**src/logic/dsh_pkg.sv**
```systemverilog
// Package for the drive supervisor: register indices, field positions,
// reset values, timing constants, state enumerations and carrier structs.
// Assumes a single 20 MHz system clock shared by every user of the package.
package dsh_pkg;

  // Clock rate and timing figures.
  localparam int unsigned CLK_HZ = 20000000;
  localparam int unsigned PI_PERIOD_US = 1000;
  localparam int unsigned PI_CYCLES = CLK_HZ / 1000000 * PI_PERIOD_US;
  localparam int unsigned BLINK_HALF_MS = 1000;
  localparam int unsigned BLINK_CYCLES = CLK_HZ / 1000 * BLINK_HALF_MS;

  // Host command codes.
  localparam logic [7:0] CMD_LOCAL_MODE = 8'h00;
  localparam logic [7:0] CMD_HOST_MODE = 8'h01;

  // Register indices on the host access port.
  localparam logic [3:0] REG_CONTROL = 4'h0;
  localparam logic [3:0] REG_STATUS = 4'h1;
  localparam logic [3:0] REG_FAULT = 4'h2;
  localparam logic [3:0] REG_SETPOINT = 4'h3;
  localparam logic [3:0] REG_RAMP_SPEED = 4'h4;
  localparam logic [3:0] REG_TACHO_SPEED = 4'h5;
  localparam logic [3:0] REG_BUS_VOLT = 4'h6;
  localparam logic [3:0] REG_INV_FREQ = 4'h7;
  localparam logic [3:0] REG_AMPLITUDE = 4'h8;
  localparam logic [3:0] REG_RAMP_STEP = 4'h9;
  localparam logic [3:0] REG_KP = 4'ha;
  localparam logic [3:0] REG_KI = 4'hb;

  // Field positions.
  localparam int CTL_START = 0;
  localparam int CTL_REVERSE = 1;
  localparam int CTL_ERR_KEEP = 7;
  localparam int STS_SWITCH = 0;
  localparam int STS_RUNNING = 1;
  localparam int STS_LINE120 = 3;
  localparam int FLT_OVERCURRENT = 0;
  localparam int FLT_OVERHEAT = 1;
  localparam int FLT_OVERVOLT = 2;
  localparam logic [7:0] CTL_WMASK = 8'h83;

  // Reset values.
  localparam logic [7:0] CTL_RESET = 8'h80;
  localparam logic [15:0] RAMP_STEP_RESET = 16'h0040;
  localparam logic [15:0] KP_RESET = 16'h0080;
  localparam logic [15:0] KI_RESET = 16'h0010;

  // Fixed-point speed format: 8 integer bits, 8 fraction bits.
  localparam int FRAC_BITS = 8;
  localparam logic [15:0] SPEED_MAX = 16'h5000;

  // Pin index of each synchronised input.
  localparam int PIN_START = 0;
  localparam int PIN_REVERSE = 1;
  localparam int PIN_TACHO = 2;
  localparam int PIN_OVERCURRENT = 3;
  localparam int PIN_OVERHEAT = 4;
  localparam int PIN_COUNT = 5;

  typedef enum logic [1:0] {MODE_LOCAL, MODE_HOST} dsh_mode_t;
  typedef enum logic [2:0] {ST_STANDBY, ST_RUN, ST_STOP, ST_FAULT, ST_INIT_ERR} dsh_state_t;

  // One host access: write strobe, register index and write data.
  typedef struct packed {
    logic wr;
    logic [3:0] addr;
    logic [15:0] wdata;
  } dsh_host_req_t;

  // The three indicator lamps, all active high.
  typedef struct packed {
    logic run;
    logic status;
    logic fault;
  } dsh_lamps_t;

endpackage

```
**src/logic/dsh_supervisor.sv**
```systemverilog
// Drive supervisor: host mode commands, control/status/fault words, lamp
// driver, speed ramp with deceleration hold, tachometer speed, PI loop and
// volt-per-hertz amplitude. Assumes the serial framing is decoded outside
// into single-cycle command and access strobes on CLK, and that the bus
// voltage word and line detection come from logic on the same clock.
`timescale 1ns/10ps
`default_nettype none

// Functional notes
// [RQ1] Command 00 selects local switch control
// [RQ2] Command 01 selects host serial control
// [RQ3] Host polls status and faults each second
// [RQ4] Control bits: start/stop, direction; 2-6 reserved
// [RQ5] Control bit 7 written zero clears errors
// [RQ6] Status bits: switch position, motor running
// [RQ7] Status bit 3: 120 V line detected
// [RQ8] Fault bits: overcurrent, overheat, overvoltage
// [RQ9] Mode command accepted only while fully stopped
// [RQ10] New mode applies at next switch start
// [RQ11] Local mode after reset
// [RQ12] Stop switch always stops motor
// [RQ13] Host mode reads/writes other internal variables
// [RQ14] Lamps active high; run lamp in run
// [RQ15] Status lamp lit in run and stop
// [RQ16] Fault lamp: steady init error, blinks faults
// [RQ17] Overcurrent/overvoltage disables PWM, shows fault
// [RQ18] Speeds are 8.8 unsigned fixed point
// [RQ19] Deceleration holds speed during bus overvoltage
// [RQ20] Speed from tachometer rising-edge period, averaged
// [RQ21] PI of ramped command minus measured speed
// [RQ22] Amplitude follows frequency with base and boost
// [RQ23] Reserved bits read zero, writes ignored
// [RQ24] Speed command follows a rate-limited ramp
module dsh_supervisor #(
  parameter int unsigned PI_TICK_CYCLES = dsh_pkg::PI_CYCLES,
  parameter int unsigned BLINK_HALF_CYCLES = dsh_pkg::BLINK_CYCLES,
  parameter logic [9:0] OV_LIMIT = 10'h3c0,
  parameter logic [9:0] DECEL_HOLD_LIMIT = 10'h370,
  parameter logic [31:0] TACHO_K = 32'h0100_0000,
  parameter logic [15:0] BASE_FREQ = 16'h3200,
  parameter logic [15:0] BOOST_FREQ = 16'h0500,
  parameter logic [15:0] BOOST_AMP = 16'h0800,
  parameter logic [15:0] FULL_AMP = 16'hffff
) (
  input wire logic CLK,
  input wire logic RST,
  input wire logic START_SW,
  input wire logic REVERSE_SW,
  input wire logic TACHO_IN,
  input wire logic OVERCURRENT_IN,
  input wire logic OVERHEAT_IN,
  input wire logic [15:0] POT_SPEED,
  input wire logic [9:0] BUS_VOLTAGE,
  input wire logic LINE_120V,
  input wire logic INIT_ERROR,
  input wire logic HOST_CMD_VALID,
  input wire logic [7:0] HOST_CMD_CODE,
  input wire dsh_pkg::dsh_host_req_t HOST_REQ,
  output logic [15:0] HOST_RDATA,
  output dsh_pkg::dsh_lamps_t LAMPS,
  output logic PWM_ENABLE,
  output logic DIRECTION_REV,
  output logic HOST_MODE,
  output logic [15:0] INV_FREQ,
  output logic [15:0] AMPLITUDE
);
  import dsh_pkg::*;

  logic [PIN_COUNT-1:0] pin_raw;
  logic [PIN_COUNT-1:0] pin_s1_reg;
  logic [PIN_COUNT-1:0] pin_s2_reg;
  logic [PIN_COUNT-1:0] pin_s3_reg;
  logic [PIN_COUNT-1:0] pin_reg;
  logic tacho_prev_reg;
  logic oc_prev_reg;
  logic start_prev_reg;
  logic start_rise;
  dsh_mode_t operating_selection_reg;
  dsh_mode_t pending_mode_reg;
  dsh_state_t state_reg;
  dsh_state_t state_next;
  logic [7:0] ctl_reg;
  logic [7:0] fault_reg;
  logic [7:0] status_word;
  logic [15:0] setpoint_reg;
  logic [15:0] ramp_step_reg;
  logic [15:0] kp_reg;
  logic [15:0] ki_reg;
  logic [15:0] ramp_reg;
  logic [15:0] tacho_speed_reg;
  logic [15:0] inv_freq_reg;
  logic [15:0] amp_reg;
  logic [15:0] target_speed;
  logic [31:0] pi_cnt_reg;
  logic pi_tick;
  logic [31:0] blink_cnt_reg;
  logic blink_reg;
  logic [19:0] period_cnt_reg;
  logic [19:0] period_hist_reg [4];
  logic [21:0] period_sum;
  logic init_err_reg;
  logic run_req;
  logic general_fault_flag;
  logic decelerating;
  logic ov_event;
  logic clear_errors;
  logic host_wr;
  logic signed [17:0] speed_err;
  logic signed [31:0] integ_reg;
  logic signed [33:0] pi_sum;

  // Three-stage synchronisers; a change counts once stages two and three agree.
  assign pin_raw = {OVERHEAT_IN, OVERCURRENT_IN, TACHO_IN, REVERSE_SW, START_SW};
  genvar gi;
  generate
    for (gi = 0; gi < PIN_COUNT; gi++) begin : g_sync
      always_ff @(posedge CLK) begin
        if (RST) begin
          pin_s1_reg[gi] <= 1'b0;
          pin_s2_reg[gi] <= 1'b0;
          pin_s3_reg[gi] <= 1'b0;
          pin_reg[gi] <= 1'b0;
        end else begin
          pin_s1_reg[gi] <= pin_raw[gi];
          pin_s2_reg[gi] <= pin_s1_reg[gi];
          pin_s3_reg[gi] <= pin_s2_reg[gi];
          if (pin_s2_reg[gi] == pin_s3_reg[gi]) begin
            pin_reg[gi] <= pin_s3_reg[gi];
          end
        end
      end
    end
  endgenerate

  // Edge history for the start switch, tachometer and overcurrent inputs.
  always_ff @(posedge CLK) begin
    if (RST) begin
      start_prev_reg <= 1'b0;
      tacho_prev_reg <= 1'b0;
      oc_prev_reg <= 1'b0;
    end else begin
      start_prev_reg <= pin_reg[PIN_START];
      tacho_prev_reg <= pin_reg[PIN_TACHO];
      oc_prev_reg <= pin_reg[PIN_OVERCURRENT];
    end
  end
  assign start_rise = pin_reg[PIN_START] & ~start_prev_reg;

  // Host writes to the tunable variables are honoured only in host mode.
  assign host_wr = HOST_REQ.wr && (operating_selection_reg == MODE_HOST); // RQ13

  // Mode request is latched only when stopped, then applied at switch start.
  always_ff @(posedge CLK) begin
    if (RST) begin
      operating_selection_reg <= MODE_LOCAL; // RQ11
      pending_mode_reg <= MODE_LOCAL;
    end else begin
      if (HOST_CMD_VALID && !pin_reg[PIN_START] && state_reg != ST_RUN
          && ramp_reg == '0) begin // RQ9
        if (HOST_CMD_CODE == CMD_LOCAL_MODE) begin
          pending_mode_reg <= MODE_LOCAL; // RQ1
        end else if (HOST_CMD_CODE == CMD_HOST_MODE) begin
          pending_mode_reg <= MODE_HOST; // RQ2
        end
      end
      if (start_rise) begin
        operating_selection_reg <= pending_mode_reg; // RQ10
      end
    end
  end

  // Control word and host-writable variables; reserved bits never store.
  always_ff @(posedge CLK) begin
    if (RST) begin
      ctl_reg <= CTL_RESET;
      setpoint_reg <= '0;
      ramp_step_reg <= RAMP_STEP_RESET;
      kp_reg <= KP_RESET;
      ki_reg <= KI_RESET;
    end else if (host_wr) begin
      case (HOST_REQ.addr)
        REG_CONTROL: ctl_reg <= HOST_REQ.wdata[7:0] & CTL_WMASK; // RQ4 RQ23
        REG_SETPOINT: setpoint_reg <= HOST_REQ.wdata;
        REG_RAMP_STEP: ramp_step_reg <= HOST_REQ.wdata;
        REG_KP: kp_reg <= HOST_REQ.wdata;
        REG_KI: ki_reg <= HOST_REQ.wdata;
        default: ctl_reg <= ctl_reg;
      endcase
    end
  end
  assign clear_errors = host_wr && HOST_REQ.addr == REG_CONTROL
                        && !HOST_REQ.wdata[CTL_ERR_KEEP]; // RQ5

  // Fault record: a new event in the clearing cycle wins over the clear.
  assign decelerating = (state_reg == ST_STOP) || (ramp_reg > target_speed);
  assign ov_event = decelerating && (BUS_VOLTAGE > OV_LIMIT);
  always_ff @(posedge CLK) begin
    if (RST) begin
      fault_reg <= '0;
    end else begin
      if (clear_errors) begin
        fault_reg <= '0; // RQ5
      end
      if (pin_reg[PIN_OVERCURRENT] && !oc_prev_reg) begin
        fault_reg[FLT_OVERCURRENT] <= 1'b1; // RQ8
      end
      if (pin_reg[PIN_OVERHEAT]) begin
        fault_reg[FLT_OVERHEAT] <= 1'b1; // RQ8
      end
      if (ov_event) begin
        fault_reg[FLT_OVERVOLT] <= 1'b1; // RQ8
      end
    end
  end
  assign general_fault_flag = fault_reg[FLT_OVERCURRENT] | fault_reg[FLT_OVERVOLT];

  // Initialization error is caught after reset and held until the next reset.
  always_ff @(posedge CLK) begin
    if (RST) begin
      init_err_reg <= 1'b0;
    end else if (INIT_ERROR) begin
      init_err_reg <= 1'b1;
    end
  end

  // Run request; the switch at stop always wins in host mode.
  always_comb begin
    if (operating_selection_reg == MODE_HOST) begin
      run_req = ctl_reg[CTL_START] & pin_reg[PIN_START]; // RQ12
      DIRECTION_REV = ctl_reg[CTL_REVERSE]; // RQ4
      target_speed = setpoint_reg;
    end else begin
      run_req = pin_reg[PIN_START];
      DIRECTION_REV = pin_reg[PIN_REVERSE];
      target_speed = POT_SPEED;
    end
    if (!run_req || target_speed > SPEED_MAX) begin
      target_speed = run_req ? SPEED_MAX : '0;
    end
  end

  // Drive state machine.
  always_comb begin
    state_next = state_reg;
    case (state_reg)
      ST_STANDBY: if (run_req) state_next = ST_RUN;
      ST_RUN: if (!run_req) state_next = ST_STOP;
      ST_STOP: begin
        if (run_req) begin
          state_next = ST_RUN;
        end else if (ramp_reg == '0) begin
          state_next = ST_STANDBY;
        end
      end
      ST_FAULT: if (!general_fault_flag && !run_req) state_next = ST_STANDBY;
      ST_INIT_ERR: state_next = ST_INIT_ERR;
      default: state_next = ST_STANDBY;
    endcase
    if (general_fault_flag && state_reg != ST_INIT_ERR) begin
      state_next = ST_FAULT; // RQ17
    end
    if (init_err_reg) begin
      state_next = ST_INIT_ERR;
    end
  end
  always_ff @(posedge CLK) begin
    if (RST) begin
      state_reg <= ST_STANDBY;
    end else begin
      state_reg <= state_next;
    end
  end

  // Control loop timebase.
  always_ff @(posedge CLK) begin
    if (RST || pi_tick) begin
      pi_cnt_reg <= '0;
    end else begin
      pi_cnt_reg <= pi_cnt_reg + 32'd1;
    end
  end
  assign pi_tick = (pi_cnt_reg == PI_TICK_CYCLES - 1);

  // Rate-limited ramp; deceleration pauses while the bus voltage is high.
  always_ff @(posedge CLK) begin
    if (RST || state_reg == ST_FAULT || state_reg == ST_INIT_ERR) begin
      ramp_reg <= '0;
    end else if (pi_tick) begin
      if (ramp_reg < target_speed) begin
        ramp_reg <= (target_speed - ramp_reg > ramp_step_reg) ?
                    ramp_reg + ramp_step_reg : target_speed; // RQ24
      end else if (ramp_reg > target_speed && BUS_VOLTAGE <= DECEL_HOLD_LIMIT) begin // RQ19
        ramp_reg <= (ramp_reg - target_speed > ramp_step_reg) ?
                    ramp_reg - ramp_step_reg : target_speed; // RQ24
      end
    end
  end

  // Tachometer period between rising edges, averaged over four periods.
  assign period_sum = {2'b00, period_hist_reg[0]} + {2'b00, period_hist_reg[1]}
                    + {2'b00, period_hist_reg[2]} + {2'b00, period_hist_reg[3]}; // RQ20
  always_ff @(posedge CLK) begin
    if (RST) begin
      period_cnt_reg <= '0;
      for (int i = 0; i < 4; i++) begin
        period_hist_reg[i] <= '1;
      end
    end else if (pin_reg[PIN_TACHO] && !tacho_prev_reg) begin
      period_cnt_reg <= '0;
      period_hist_reg[0] <= period_cnt_reg; // RQ20
      for (int i = 1; i < 4; i++) begin
        period_hist_reg[i] <= period_hist_reg[i-1];
      end
    end else if (period_cnt_reg != '1) begin
      period_cnt_reg <= period_cnt_reg + 20'd1;
    end
  end

  // Measured speed in 8.8 format, refreshed each loop tick.
  always_ff @(posedge CLK) begin
    if (RST) begin
      tacho_speed_reg <= '0;
    end else if (pi_tick) begin
      tacho_speed_reg <= 16'(TACHO_K / {10'd0, period_sum[21:2] | 20'd1}); // RQ18
    end
  end

  // PI controller on the ramped command minus the measured speed.
  assign speed_err = $signed({2'b00, ramp_reg}) - $signed({2'b00, tacho_speed_reg}); // RQ21
  assign pi_sum = $signed({18'd0, ramp_reg})
                + 34'(($signed({1'b0, kp_reg}) * speed_err) >>> FRAC_BITS)
                + 34'(integ_reg);
  always_ff @(posedge CLK) begin
    if (RST || ramp_reg == '0) begin
      integ_reg <= '0;
      inv_freq_reg <= '0;
    end else if (pi_tick) begin
      integ_reg <= integ_reg + 32'(($signed({1'b0, ki_reg}) * speed_err) >>> FRAC_BITS);
      if (pi_sum < 0) begin
        inv_freq_reg <= '0; // RQ21
      end else if (pi_sum > $signed({18'd0, SPEED_MAX})) begin
        inv_freq_reg <= SPEED_MAX;
      end else begin
        inv_freq_reg <= pi_sum[15:0];
      end
    end
  end

  // Volt-per-hertz amplitude with boost floor and base-point ceiling.
  always_ff @(posedge CLK) begin
    if (RST) begin
      amp_reg <= '0;
    end else if (inv_freq_reg <= BOOST_FREQ) begin
      amp_reg <= BOOST_AMP; // RQ22
    end else if (inv_freq_reg >= BASE_FREQ) begin
      amp_reg <= FULL_AMP; // RQ22
    end else begin
      amp_reg <= BOOST_AMP + 16'((32'(inv_freq_reg - BOOST_FREQ) * 32'(FULL_AMP - BOOST_AMP))
                 / 32'(BASE_FREQ - BOOST_FREQ)); // RQ22
    end
  end

  // Fault lamp blink: one second on, one second off.
  always_ff @(posedge CLK) begin
    if (RST || state_reg != ST_FAULT) begin
      blink_cnt_reg <= '0;
      blink_reg <= 1'b1;
    end else if (blink_cnt_reg == BLINK_HALF_CYCLES - 1) begin
      blink_cnt_reg <= '0;
      blink_reg <= ~blink_reg; // RQ16
    end else begin
      blink_cnt_reg <= blink_cnt_reg + 32'd1;
    end
  end

  // Lamps are registered from the drive state, all active high.
  always_ff @(posedge CLK) begin
    if (RST) begin
      LAMPS <= '0;
    end else begin
      LAMPS.run <= (state_reg == ST_RUN); // RQ14
      LAMPS.status <= (state_reg == ST_RUN) || (state_reg == ST_STOP); // RQ15
      LAMPS.fault <= (state_reg == ST_INIT_ERR)
                     || (state_reg == ST_FAULT && blink_reg); // RQ16
    end
  end

  // Status word with reserved bits held at zero.
  always_comb begin
    status_word = '0; // RQ23
    status_word[STS_SWITCH] = pin_reg[PIN_START]; // RQ6
    status_word[STS_RUNNING] = (ramp_reg != '0) && (state_reg == ST_RUN || state_reg == ST_STOP); // RQ6
    status_word[STS_LINE120] = LINE_120V; // RQ7
  end

  // Registered read data for the host; unmapped indices read zero.
  always_ff @(posedge CLK) begin
    if (RST) begin
      HOST_RDATA <= '0;
    end else begin
      case (HOST_REQ.addr)
        REG_CONTROL: HOST_RDATA <= {8'h00, ctl_reg};
        REG_STATUS: HOST_RDATA <= {8'h00, status_word};
        REG_FAULT: HOST_RDATA <= {8'h00, fault_reg};
        REG_SETPOINT: HOST_RDATA <= setpoint_reg;
        REG_RAMP_SPEED: HOST_RDATA <= ramp_reg;
        REG_TACHO_SPEED: HOST_RDATA <= tacho_speed_reg;
        REG_BUS_VOLT: HOST_RDATA <= {6'h00, BUS_VOLTAGE};
        REG_INV_FREQ: HOST_RDATA <= inv_freq_reg;
        REG_AMPLITUDE: HOST_RDATA <= amp_reg;
        REG_RAMP_STEP: HOST_RDATA <= ramp_step_reg;
        REG_KP: HOST_RDATA <= kp_reg;
        REG_KI: HOST_RDATA <= ki_reg;
        default: HOST_RDATA <= '0;
      endcase
    end
  end

  // Motor outputs; PWM drops at once on an overcurrent or overvoltage fault, or on entering the init error state.
  assign PWM_ENABLE = (state_reg == ST_RUN || state_reg == ST_STOP) && !general_fault_flag; // RQ17
  assign HOST_MODE = (operating_selection_reg == MODE_HOST);
  assign INV_FREQ = inv_freq_reg;
  assign AMPLITUDE = amp_reg;

endmodule // dsh_supervisor

`default_nettype wire
```
**config.mk**
```make
export PLATFORM = sky130hd
export DESIGN_NAME = dsh_supervisor
export DESIGN_NICKNAME = d
export VERILOG_FILES = /design/src/logic/dsh_pkg.sv /design/src/logic/dsh_supervisor.sv
export SDC_FILE = /design/constraint.sdc
export NUM_CORES = 2
export LEC_CHECK = 0
export CORE_MARGIN = 2
export CORE_UTILIZATION = 59
export DETAILED_ROUTE_END_ITERATION = 8
export DONT_BUFFER_PORTS = 1
export PLACE_DENSITY = 0.75
export SLEW_MARGIN = 30
export SYNTH_ARGS = -nofsm -noshare
export SYNTH_HDL_FRONTEND = slang
export SYNTH_SLANG_ARGS = --single-unit
```
**constraint.sdc**
```tcl
create_clock -name CLK -period 160.1 [get_ports CLK]
set_input_delay 16.01 -clock CLK [delete_from_list [all_inputs] [get_ports CLK]]
set_output_delay 16.01 -clock CLK [all_outputs]
set_load 0.02 [all_outputs]
```
## Word-level counts from Yosys, hierarchy flattened

Memory sizes are Yosys's and may differ from the RTL's.
Cells that the tools add are included.

- $mul: 3
- Div/mod/pow operators: 2
- Muxes and demuxes: 37
- Bitwise gates (word level): 9
- Equal/unequal tests: 36
- Order comparisons: 11
- Add/sub/neg operators: 16
- Reduce and logical (&&, ||, !) cells: 53

Operators with widths:

| kind | count |
|---|---|
| 16-bit case mux with 12 select lines | 1 |
| 16-bit 2-to-1 mux | 9 |
| 20-bit 2-to-1 mux | 4 |
| 32-bit by 1-bit adder with 32-bit output, second input constant | 2 |
| 16-bit greater-than comparator | 3 |
| 16-bit subtractor | 3 |
| 17-bit by 17-bit multiplier with 34-bit output | 1 |
| 27-bit by 32-bit adder with 33-bit output | 1 |
| 33-bit by 16-bit greater-than comparator with 1-bit output, second input constant | 1 |
| 33-bit by 1-bit < comparator with 1-bit output, second input constant | 1 |
| 32-bit by 24-bit adder with 32-bit output | 1 |
| 25-bit by 20-bit divider with 32-bit output, first input constant | 1 |
| 32-bit by 14-bit divider with 32-bit output, second input constant | 1 |
| 32-bit by 15-bit == test with 1-bit output, second input constant | 1 |
| 32-bit by 25-bit == test with 1-bit output, second input constant | 1 |
| 17-bit by 17-bit multiplier with 32-bit output | 1 |
| 17-bit by 17-bit multiplier with 32-bit output, second input constant | 1 |
| 17-bit by 26-bit adder with 27-bit output | 1 |
| 3-bit 2-to-1 mux | 8 |
| 21-bit by 20-bit adder with 22-bit output | 1 |
| 22-bit by 20-bit adder with 22-bit output | 1 |
| 20-bit by 20-bit adder with 21-bit output | 1 |
| 20-bit by 1-bit adder with 20-bit output, second input constant | 1 |
| 20-bit inequality test, second input constant | 1 |
| 45 further kinds | 120 |

- Logic and storage cells: 218
- Bits in writable memories: 80
- Input bits: 65
- Output and inout bits: 54
- Memories kept: 1
- Flip-flop bits (word level): 301

Memories:

| name | depth | bits a word | read ports | clocked after Yosys merged registers in | wr ports | line | text |
|---|---|---|---|---|---|---|---|
| period_hist_reg | 4 | 20 | 4 | 0 | 4 | dsh_supervisor.sv:99 | `logic [19:0] period_hist_reg [4];` |

## Logic depth before layout (Yosys ltp)

- Depth in word-level cells: 10
- Mapped depth: 544

## Worst setup path before layout

Ideal clock, no wire load.

- Kind: register to register
- From: memory period_hist_reg[1][2] (netlist: period_hist_reg[0][22])
- To: register tacho_speed_reg[0]
- Clock period less this slack: 88287 ps
- Setup time: 132 ps
- Slack: 71813 ps
- Path buffers: 35
- Cell stages (with the launch flop): 533
- Arrival time: 88156 ps
- Path through: edfxtp_1 inv_1 fa_1 fa_1 inv_1 ha_1 and4b_1 o21a_1 o21a_1 o21ai_1 a21oi_1 o21a_1 o21ai_1 a21boi_0 or3_1 nand2_1 o211a_1 nor2b_1 [497 not listed] nor2_1 a21oi_1 ha_1 a21o_1 a21oi_1 nor2b_1 o21ai_0 nand2b_1 a21oi_1 nor2b_1 o21ai_0 nand2b_1 a21oi_1 o2111ai_1 nor2_1 and3_1 o311a_1 a211oi_1

RTL lines:

| item | line | text |
|---|---|---|
| from (decl) | dsh_supervisor.sv:99 |  |
| to (signal assigned) | dsh_supervisor.sv:324 | `tacho_speed_reg <= 16'(TACHO_K / {10'd0, period_sum[21:2] \| 20'd1});` |
| to (decl) | dsh_supervisor.sv:90 | `logic [15:0] tacho_speed_reg;` |

==> impl_results.html <==
<table>
<tr><th>Metric</th><th>Value</th></tr>
<tr><th colspan="2">Power</th></tr>
<tr><td>Power Dens Cells</td><td>3.08 nW/um^2</td></tr>
<tr><td>Largest voltage drop on the vdd net</td><td>0.00000848 V</td></tr>
<tr><td>Leakage</td><td>36.6 nW</td></tr>
<tr><td>Total power draw</td><td>0.000237 W</td></tr>
<tr><th colspan="2">Timing</th></tr>
<tr><td>Transition time of the tightest slew-check pin</td><td>1.04 ns</td></tr>
<tr><td>Pins over their slew limit</td><td>0</td></tr>
<tr><td>Normalized max-slew margin</td><td>30.3%</td></tr>
<tr><td>Final critical-path required period</td><td>99.14 ns</td></tr>
<tr><td>Post-Route Skew</td><td>0.0530 ns</td></tr>
<tr><td>Fmax achieved</td><td>10.1 MHz</td></tr>
<tr><td>Setup TNS after final layout</td><td>0 ns</td></tr>
<tr><td>Period utilisation layout</td><td>61.9%</td></tr>
<tr><td>Setup repair after global routing missed its margin</td><td>false</td></tr>
<tr><td>Final Worst Setup Slack</td><td>60.96 ns</td></tr>
<tr><td>Number of hold violations in the final report</td><td>0</td></tr>
<tr><td>Total setup violations reported at the end of the flow</td><td>0</td></tr>
<tr><th colspan="2">Worst setup path</th></tr>
<tr><td>WS Path Type</td><td>register to register</td></tr>
<tr><td>Kind of capture point of the worst setup path</td><td>register</td></tr>
<tr><td>Startpoint of the lowest-slack register-to-register path</td><td>period_hist_reg[0][22]</td></tr>
<tr><td>Slack of the worst reg-to-reg path</td><td>60.96 ns</td></tr>
<tr><td>Largest fanout on the critical path</td><td>45</td></tr>
<tr><td>CP dominant cell by count</td><td>sky130_fd_sc_hd__a21oi_1</td></tr>
<tr><td>Reg2Reg Capture Point</td><td>tacho_speed_reg[0]</td></tr>
<tr><td>Arrival @ worst endpoint</td><td>99.66 ns</td></tr>
<tr><td>Cell count of the worst reg-to-reg path</td><td>508</td></tr>
<tr><td>CP Launch Type</td><td>register</td></tr>
<tr><td>Worst path slowest cell</td><td>sky130_fd_sc_hd__clkinv_1</td></tr>
<tr><td>Delay of the slowest critical-path stage</td><td>0.60 ns</td></tr>
<tr><td>Req. time, crit path</td><td>160.62 ns</td></tr>
<tr><th colspan="2">Clocking</th></tr>
<tr><td>Clock root buffer</td><td>sky130_fd_sc_hd__clkbuf_16</td></tr>
<tr><td>Insertion delay to the later sink of the worst-skew pair</td><td>0.67 ns</td></tr>
<tr><td>CTS tree</td><td>yes</td></tr>
<tr><td>Post-CTS Resized</td><td>0</td></tr>
<tr><td>Max H-tree Level</td><td>2</td></tr>
<tr><td>Number of post-CTS setup repair buffers</td><td>0</td></tr>
<tr><td># hold bufs at CTS</td><td>0</td></tr>
<tr><td>CTS Buf Count</td><td>48</td></tr>
<tr><td>Clock sink count</td><td>379</td></tr>
<tr><td>Clk buf depth</td><td>3</td></tr>
<tr><td>Register clock-pin slew on the reported worst setup and hold paths</td><td>0.06 ns</td></tr>
<tr><th colspan="2">Yosys</th></tr>
<tr><td>Seq cells post-synth</td><td>379</td></tr>
<tr><td>Post-synthesis average cell area</td><td>8.04 um^2</td></tr>
<tr><td>Post-synthesis instance total</td><td>9148</td></tr>
<tr><td>Sequential share of the synthesized area</td><td>11.4%</td></tr>
<tr><td>Async S/R FF share, synth</td><td>0%</td></tr>
<tr><td>Post-Synthesis Cell Area</td><td>73500 um^2</td></tr>
<tr><td>Dominant cells by area after synthesis</td><td>sky130_fd_sc_hd__fa_1, sky130_fd_sc_hd__ha_1, sky130_fd_sc_hd__dfxtp_1</td></tr>
<tr><td>Number of distinct standard cells referenced by the synthesized netlist</td><td>137</td></tr>
<tr><td>Number of warnings reported in the yosys synthesis log</td><td>0</td></tr>
<tr><td>Area leader, netlist</td><td>sky130_fd_sc_hd__fa_1</td></tr>
<tr><td>Area fraction of the dominant cell type after synthesis</td><td>18.4%</td></tr>
<tr><td>Primary FF master, synth</td><td>sky130_fd_sc_hd__dfxtp_1</td></tr>
<tr><td>Most frequent cell after synthesis</td><td>sky130_fd_sc_hd__inv_1</td></tr>
<tr><td>Number of synthesized flops with an enable pin</td><td>80</td></tr>
<tr><td>Commonest cells post-synth</td><td>sky130_fd_sc_hd__inv_1, sky130_fd_sc_hd__ha_1, sky130_fd_sc_hd__nand2_1</td></tr>
<tr><th colspan="2">Finish</th></tr>
<tr><td>Proportion of layout cells with a drive suffix above 1</td><td>4.89%</td></tr>
<tr><td>Number of nets in the layout</td><td>10600</td></tr>
<tr><td>Max reg flops</td><td>80</td></tr>
<tr><td>Fillers</td><td>10800</td></tr>
<tr><td>Cell Count, Final, Fillers Out</td><td>10600</td></tr>
<tr><td>Area of the multi-input gates</td><td>59300 um^2</td></tr>
<tr><td>Post-route core utilization</td><td>62.3%</td></tr>
<tr><td>Relative area change from synthesis to final layout</td><td>4.76%</td></tr>
<tr><td>Sequential cell area</td><td>8390 um^2</td></tr>
<tr><th colspan="2">Drt</th></tr>
<tr><td>Residual antenna-violating net count after detailed routing</td><td>0</td></tr>
<tr><td>Via-to-Cell Ratio</td><td>6.05</td></tr>
<tr><td>DR vias</td><td>64300</td></tr>
<tr><td>Sum of routed wire length over all layers</td><td>210 mm</td></tr>
<tr><td>Number of detailed-routing iterations run before antenna repair</td><td>6</td></tr>
<tr><td>Starting DRT DRC Count</td><td>4967</td></tr>
<tr><td>Routed wirelength normalized by instance count</td><td>19.8 um</td></tr>
<tr><td>Residual DRC count</td><td>0</td></tr>
<tr><th colspan="2">GRT</th></tr>
<tr><td>Maximum number of pins on one net before global-route repair</td><td>127</td></tr>
<tr><td>Number of global-route vias before repair</td><td>63900</td></tr>
<tr><td>Global-route wire length before repair</td><td>338 mm</td></tr>
<tr><td>Antenna violations before repair</td><td>10</td></tr>
<tr><td>Overflow left after global routing</td><td>0</td></tr>
<tr><td>Global-route usage over all layers</td><td>32.9%</td></tr>
<tr><th colspan="2">Worst hold path</th></tr>
<tr><td>Endpoint of the worst hold path</td><td>pin_s2_reg[1]</td></tr>
<tr><td>Hold path startpoint</td><td>pin_s1_reg[1]</td></tr>
<tr><td>Cell depth of the worst min-delay path</td><td>1</td></tr>
<tr><td>Class of the tightest hold or removal check</td><td>register to register</td></tr>
<tr><th colspan="2">Floorplanning</th></tr>
<tr><td>Io pins</td><td>119</td></tr>
<tr><td>Horiz. Die Dim</td><td>357 um</td></tr>
<tr><td>Die Footprint</td><td>127000 um^2</td></tr>
<tr><td>Core region area</td><td>124000 um^2</td></tr>
<tr><td>Initial core utilization</td><td>59.5%</td></tr>
<tr><td>Number of cell rows</td><td>129</td></tr>
<tr><td>Die Ht</td><td>357 um</td></tr>
<tr><th colspan="2">Placed design</th></tr>
<tr><td>Count of buffers inserted at the top-level ports</td><td>0</td></tr>
<tr><td>Post-placement worst setup slack</td><td>62.46 ns</td></tr>
<tr><td>Placed cell count</td><td>10500</td></tr>
<tr><td>Final HPWL from detailed placement</td><td>165 mm</td></tr>
<tr><td>Placer congestion estimate</td><td>0.964</td></tr>
<tr><th colspan="2">Status</th></tr>
<tr><td>Run status</td><td>finished clean</td></tr>
<tr><th colspan="2">Run</th></tr>
<tr><td>Number of maximum-capacitance constraint violations</td><td>0</td></tr>
</table>
## cells by family (layout without fill, tap and decap cells)
| family | Yosys count | after routing | synth area share (%) |
|---|---|---|---|
| compound gates | 2176 | 2176 | 19.3 |
| xor+xnor | 588 | 588 | 7.10 |
| fa+ha+maj | 1610 | 1610 | 34.3 |
| buf+inv | 1608 | 1439 | 8.29 |
| flops | 379 | 379 | 11.4 |
| mux | 179 | 179 | 2.64 |
| other cells | 2 | 13 | 0.0102 |
| simple gates | 2606 | 2606 | 16.9 |
## metal layers
metal | track usage [%] | wire length, um | up-vias
li1 | - | - | 30500
met1 | 42.1 | 87000 | 31100
met2 | 53.7 | 95300 | 2186
met3 | 8.93 | 20300 | 476
met4 | 10.7 | 7540 | 20
met5 | 0 | 124 | -
## critical path, delay by kind of cell, from the launching register on
| family | cells | cell delay, ns |
|---|---|---|
| buffers and inverters | 36 | 7.03 |
| XOR/XNOR | 1 | 0.35 |
| flip-flops | 1 | 0.37 |
| AND/OR/NAND/NOR | 77 | 14.92 |
| AO/OA/AOI/OAI | 361 | 65.67 |
| adder cells (fa/ha/maj) | 27 | 8.29 |
| multiplexers | 6 | 2.10 |
## layout make-up
type | count | area share [%]
repair buffers | 87 | 0.863
clock buffers | 60 | 1.77
clock inverters | 28 | 0.593
well taps | 1637 | 2.66
flip-flops and latches | 379 | 10.9
multi-input cells | 7162 | 77.0
inverters | 1264 | 6.16
diodes | 10 | 0.0325
## how the worst max path moves through the flow
stage / start / endpoint / slack (ns) / cells after the start
floorplan: period_hist_reg[0][22] / tacho_speed_reg[0] / 71.81 / 532
global placement: period_hist_reg[0][22] / tacho_speed_reg[0] / 65.86 / 508
detailed placement: period_hist_reg[0][22] / tacho_speed_reg[0] / 62.46 / 508
CTS: period_hist_reg[0][22] / tacho_speed_reg[0] / 61.82 / 508
global route: period_hist_reg[0][22] / tacho_speed_reg[0] / 49.75 / 510
finish: period_hist_reg[0][22] / tacho_speed_reg[0] / 60.96 / 508
## per-stage QoR
stage          area (um^2)  hold WS, ns
3_3_place_gp         75100        0.426
5_1_grt              77000        0.459
2_1_floorplan        73500        0.414
6_report             77000        0.445
4_1_cts              76900        0.444
3_5_place_dp         75100        0.430
## report_power, final
group | switching [W] | total (W) | internal, W
Clock | 0.0000501 | 0.000126 | 0.0000757
Combinational | 0.00000813 | 0.0000128 | 0.00000468
Sequential | 0.000000552 | 0.0000984 | 0.0000978
## cell usage in the layout (no fill, tap or decap), types with 59 or more instances in the layout
master | netlist | layout
sky130_fd_sc_hd__a211oi_1 | 59 | 59
sky130_fd_sc_hd__a21o_1 | 140 | 139
sky130_fd_sc_hd__a21oi_1 | 805 | 802
sky130_fd_sc_hd__a22oi_1 | 60 | 60
sky130_fd_sc_hd__and2_1 | 249 | 248
sky130_fd_sc_hd__buf_4 | 3 | 85
sky130_fd_sc_hd__dfxtp_1 | 299 | 298
sky130_fd_sc_hd__edfxtp_1 | 80 | 80
sky130_fd_sc_hd__fa_1 | 677 | 677
sky130_fd_sc_hd__ha_1 | 929 | 929
sky130_fd_sc_hd__inv_1 | 1258 | 1258
sky130_fd_sc_hd__mux2_2 | 96 | 96
sky130_fd_sc_hd__mux2i_1 | 78 | 78
sky130_fd_sc_hd__nand2_1 | 871 | 868
sky130_fd_sc_hd__nand2b_1 | 117 | 113
sky130_fd_sc_hd__nand3_1 | 114 | 114
sky130_fd_sc_hd__nor2_1 | 636 | 632
sky130_fd_sc_hd__nor2b_1 | 113 | 113
sky130_fd_sc_hd__nor3_1 | 156 | 150
sky130_fd_sc_hd__o21a_1 | 115 | 115
sky130_fd_sc_hd__o21ai_0 | 294 | 294
sky130_fd_sc_hd__o21bai_1 | 247 | 247
sky130_fd_sc_hd__xnor2_1 | 418 | 408
sky130_fd_sc_hd__xor2_1 | 163 | 154
Power figures use the tool's default switching activity.
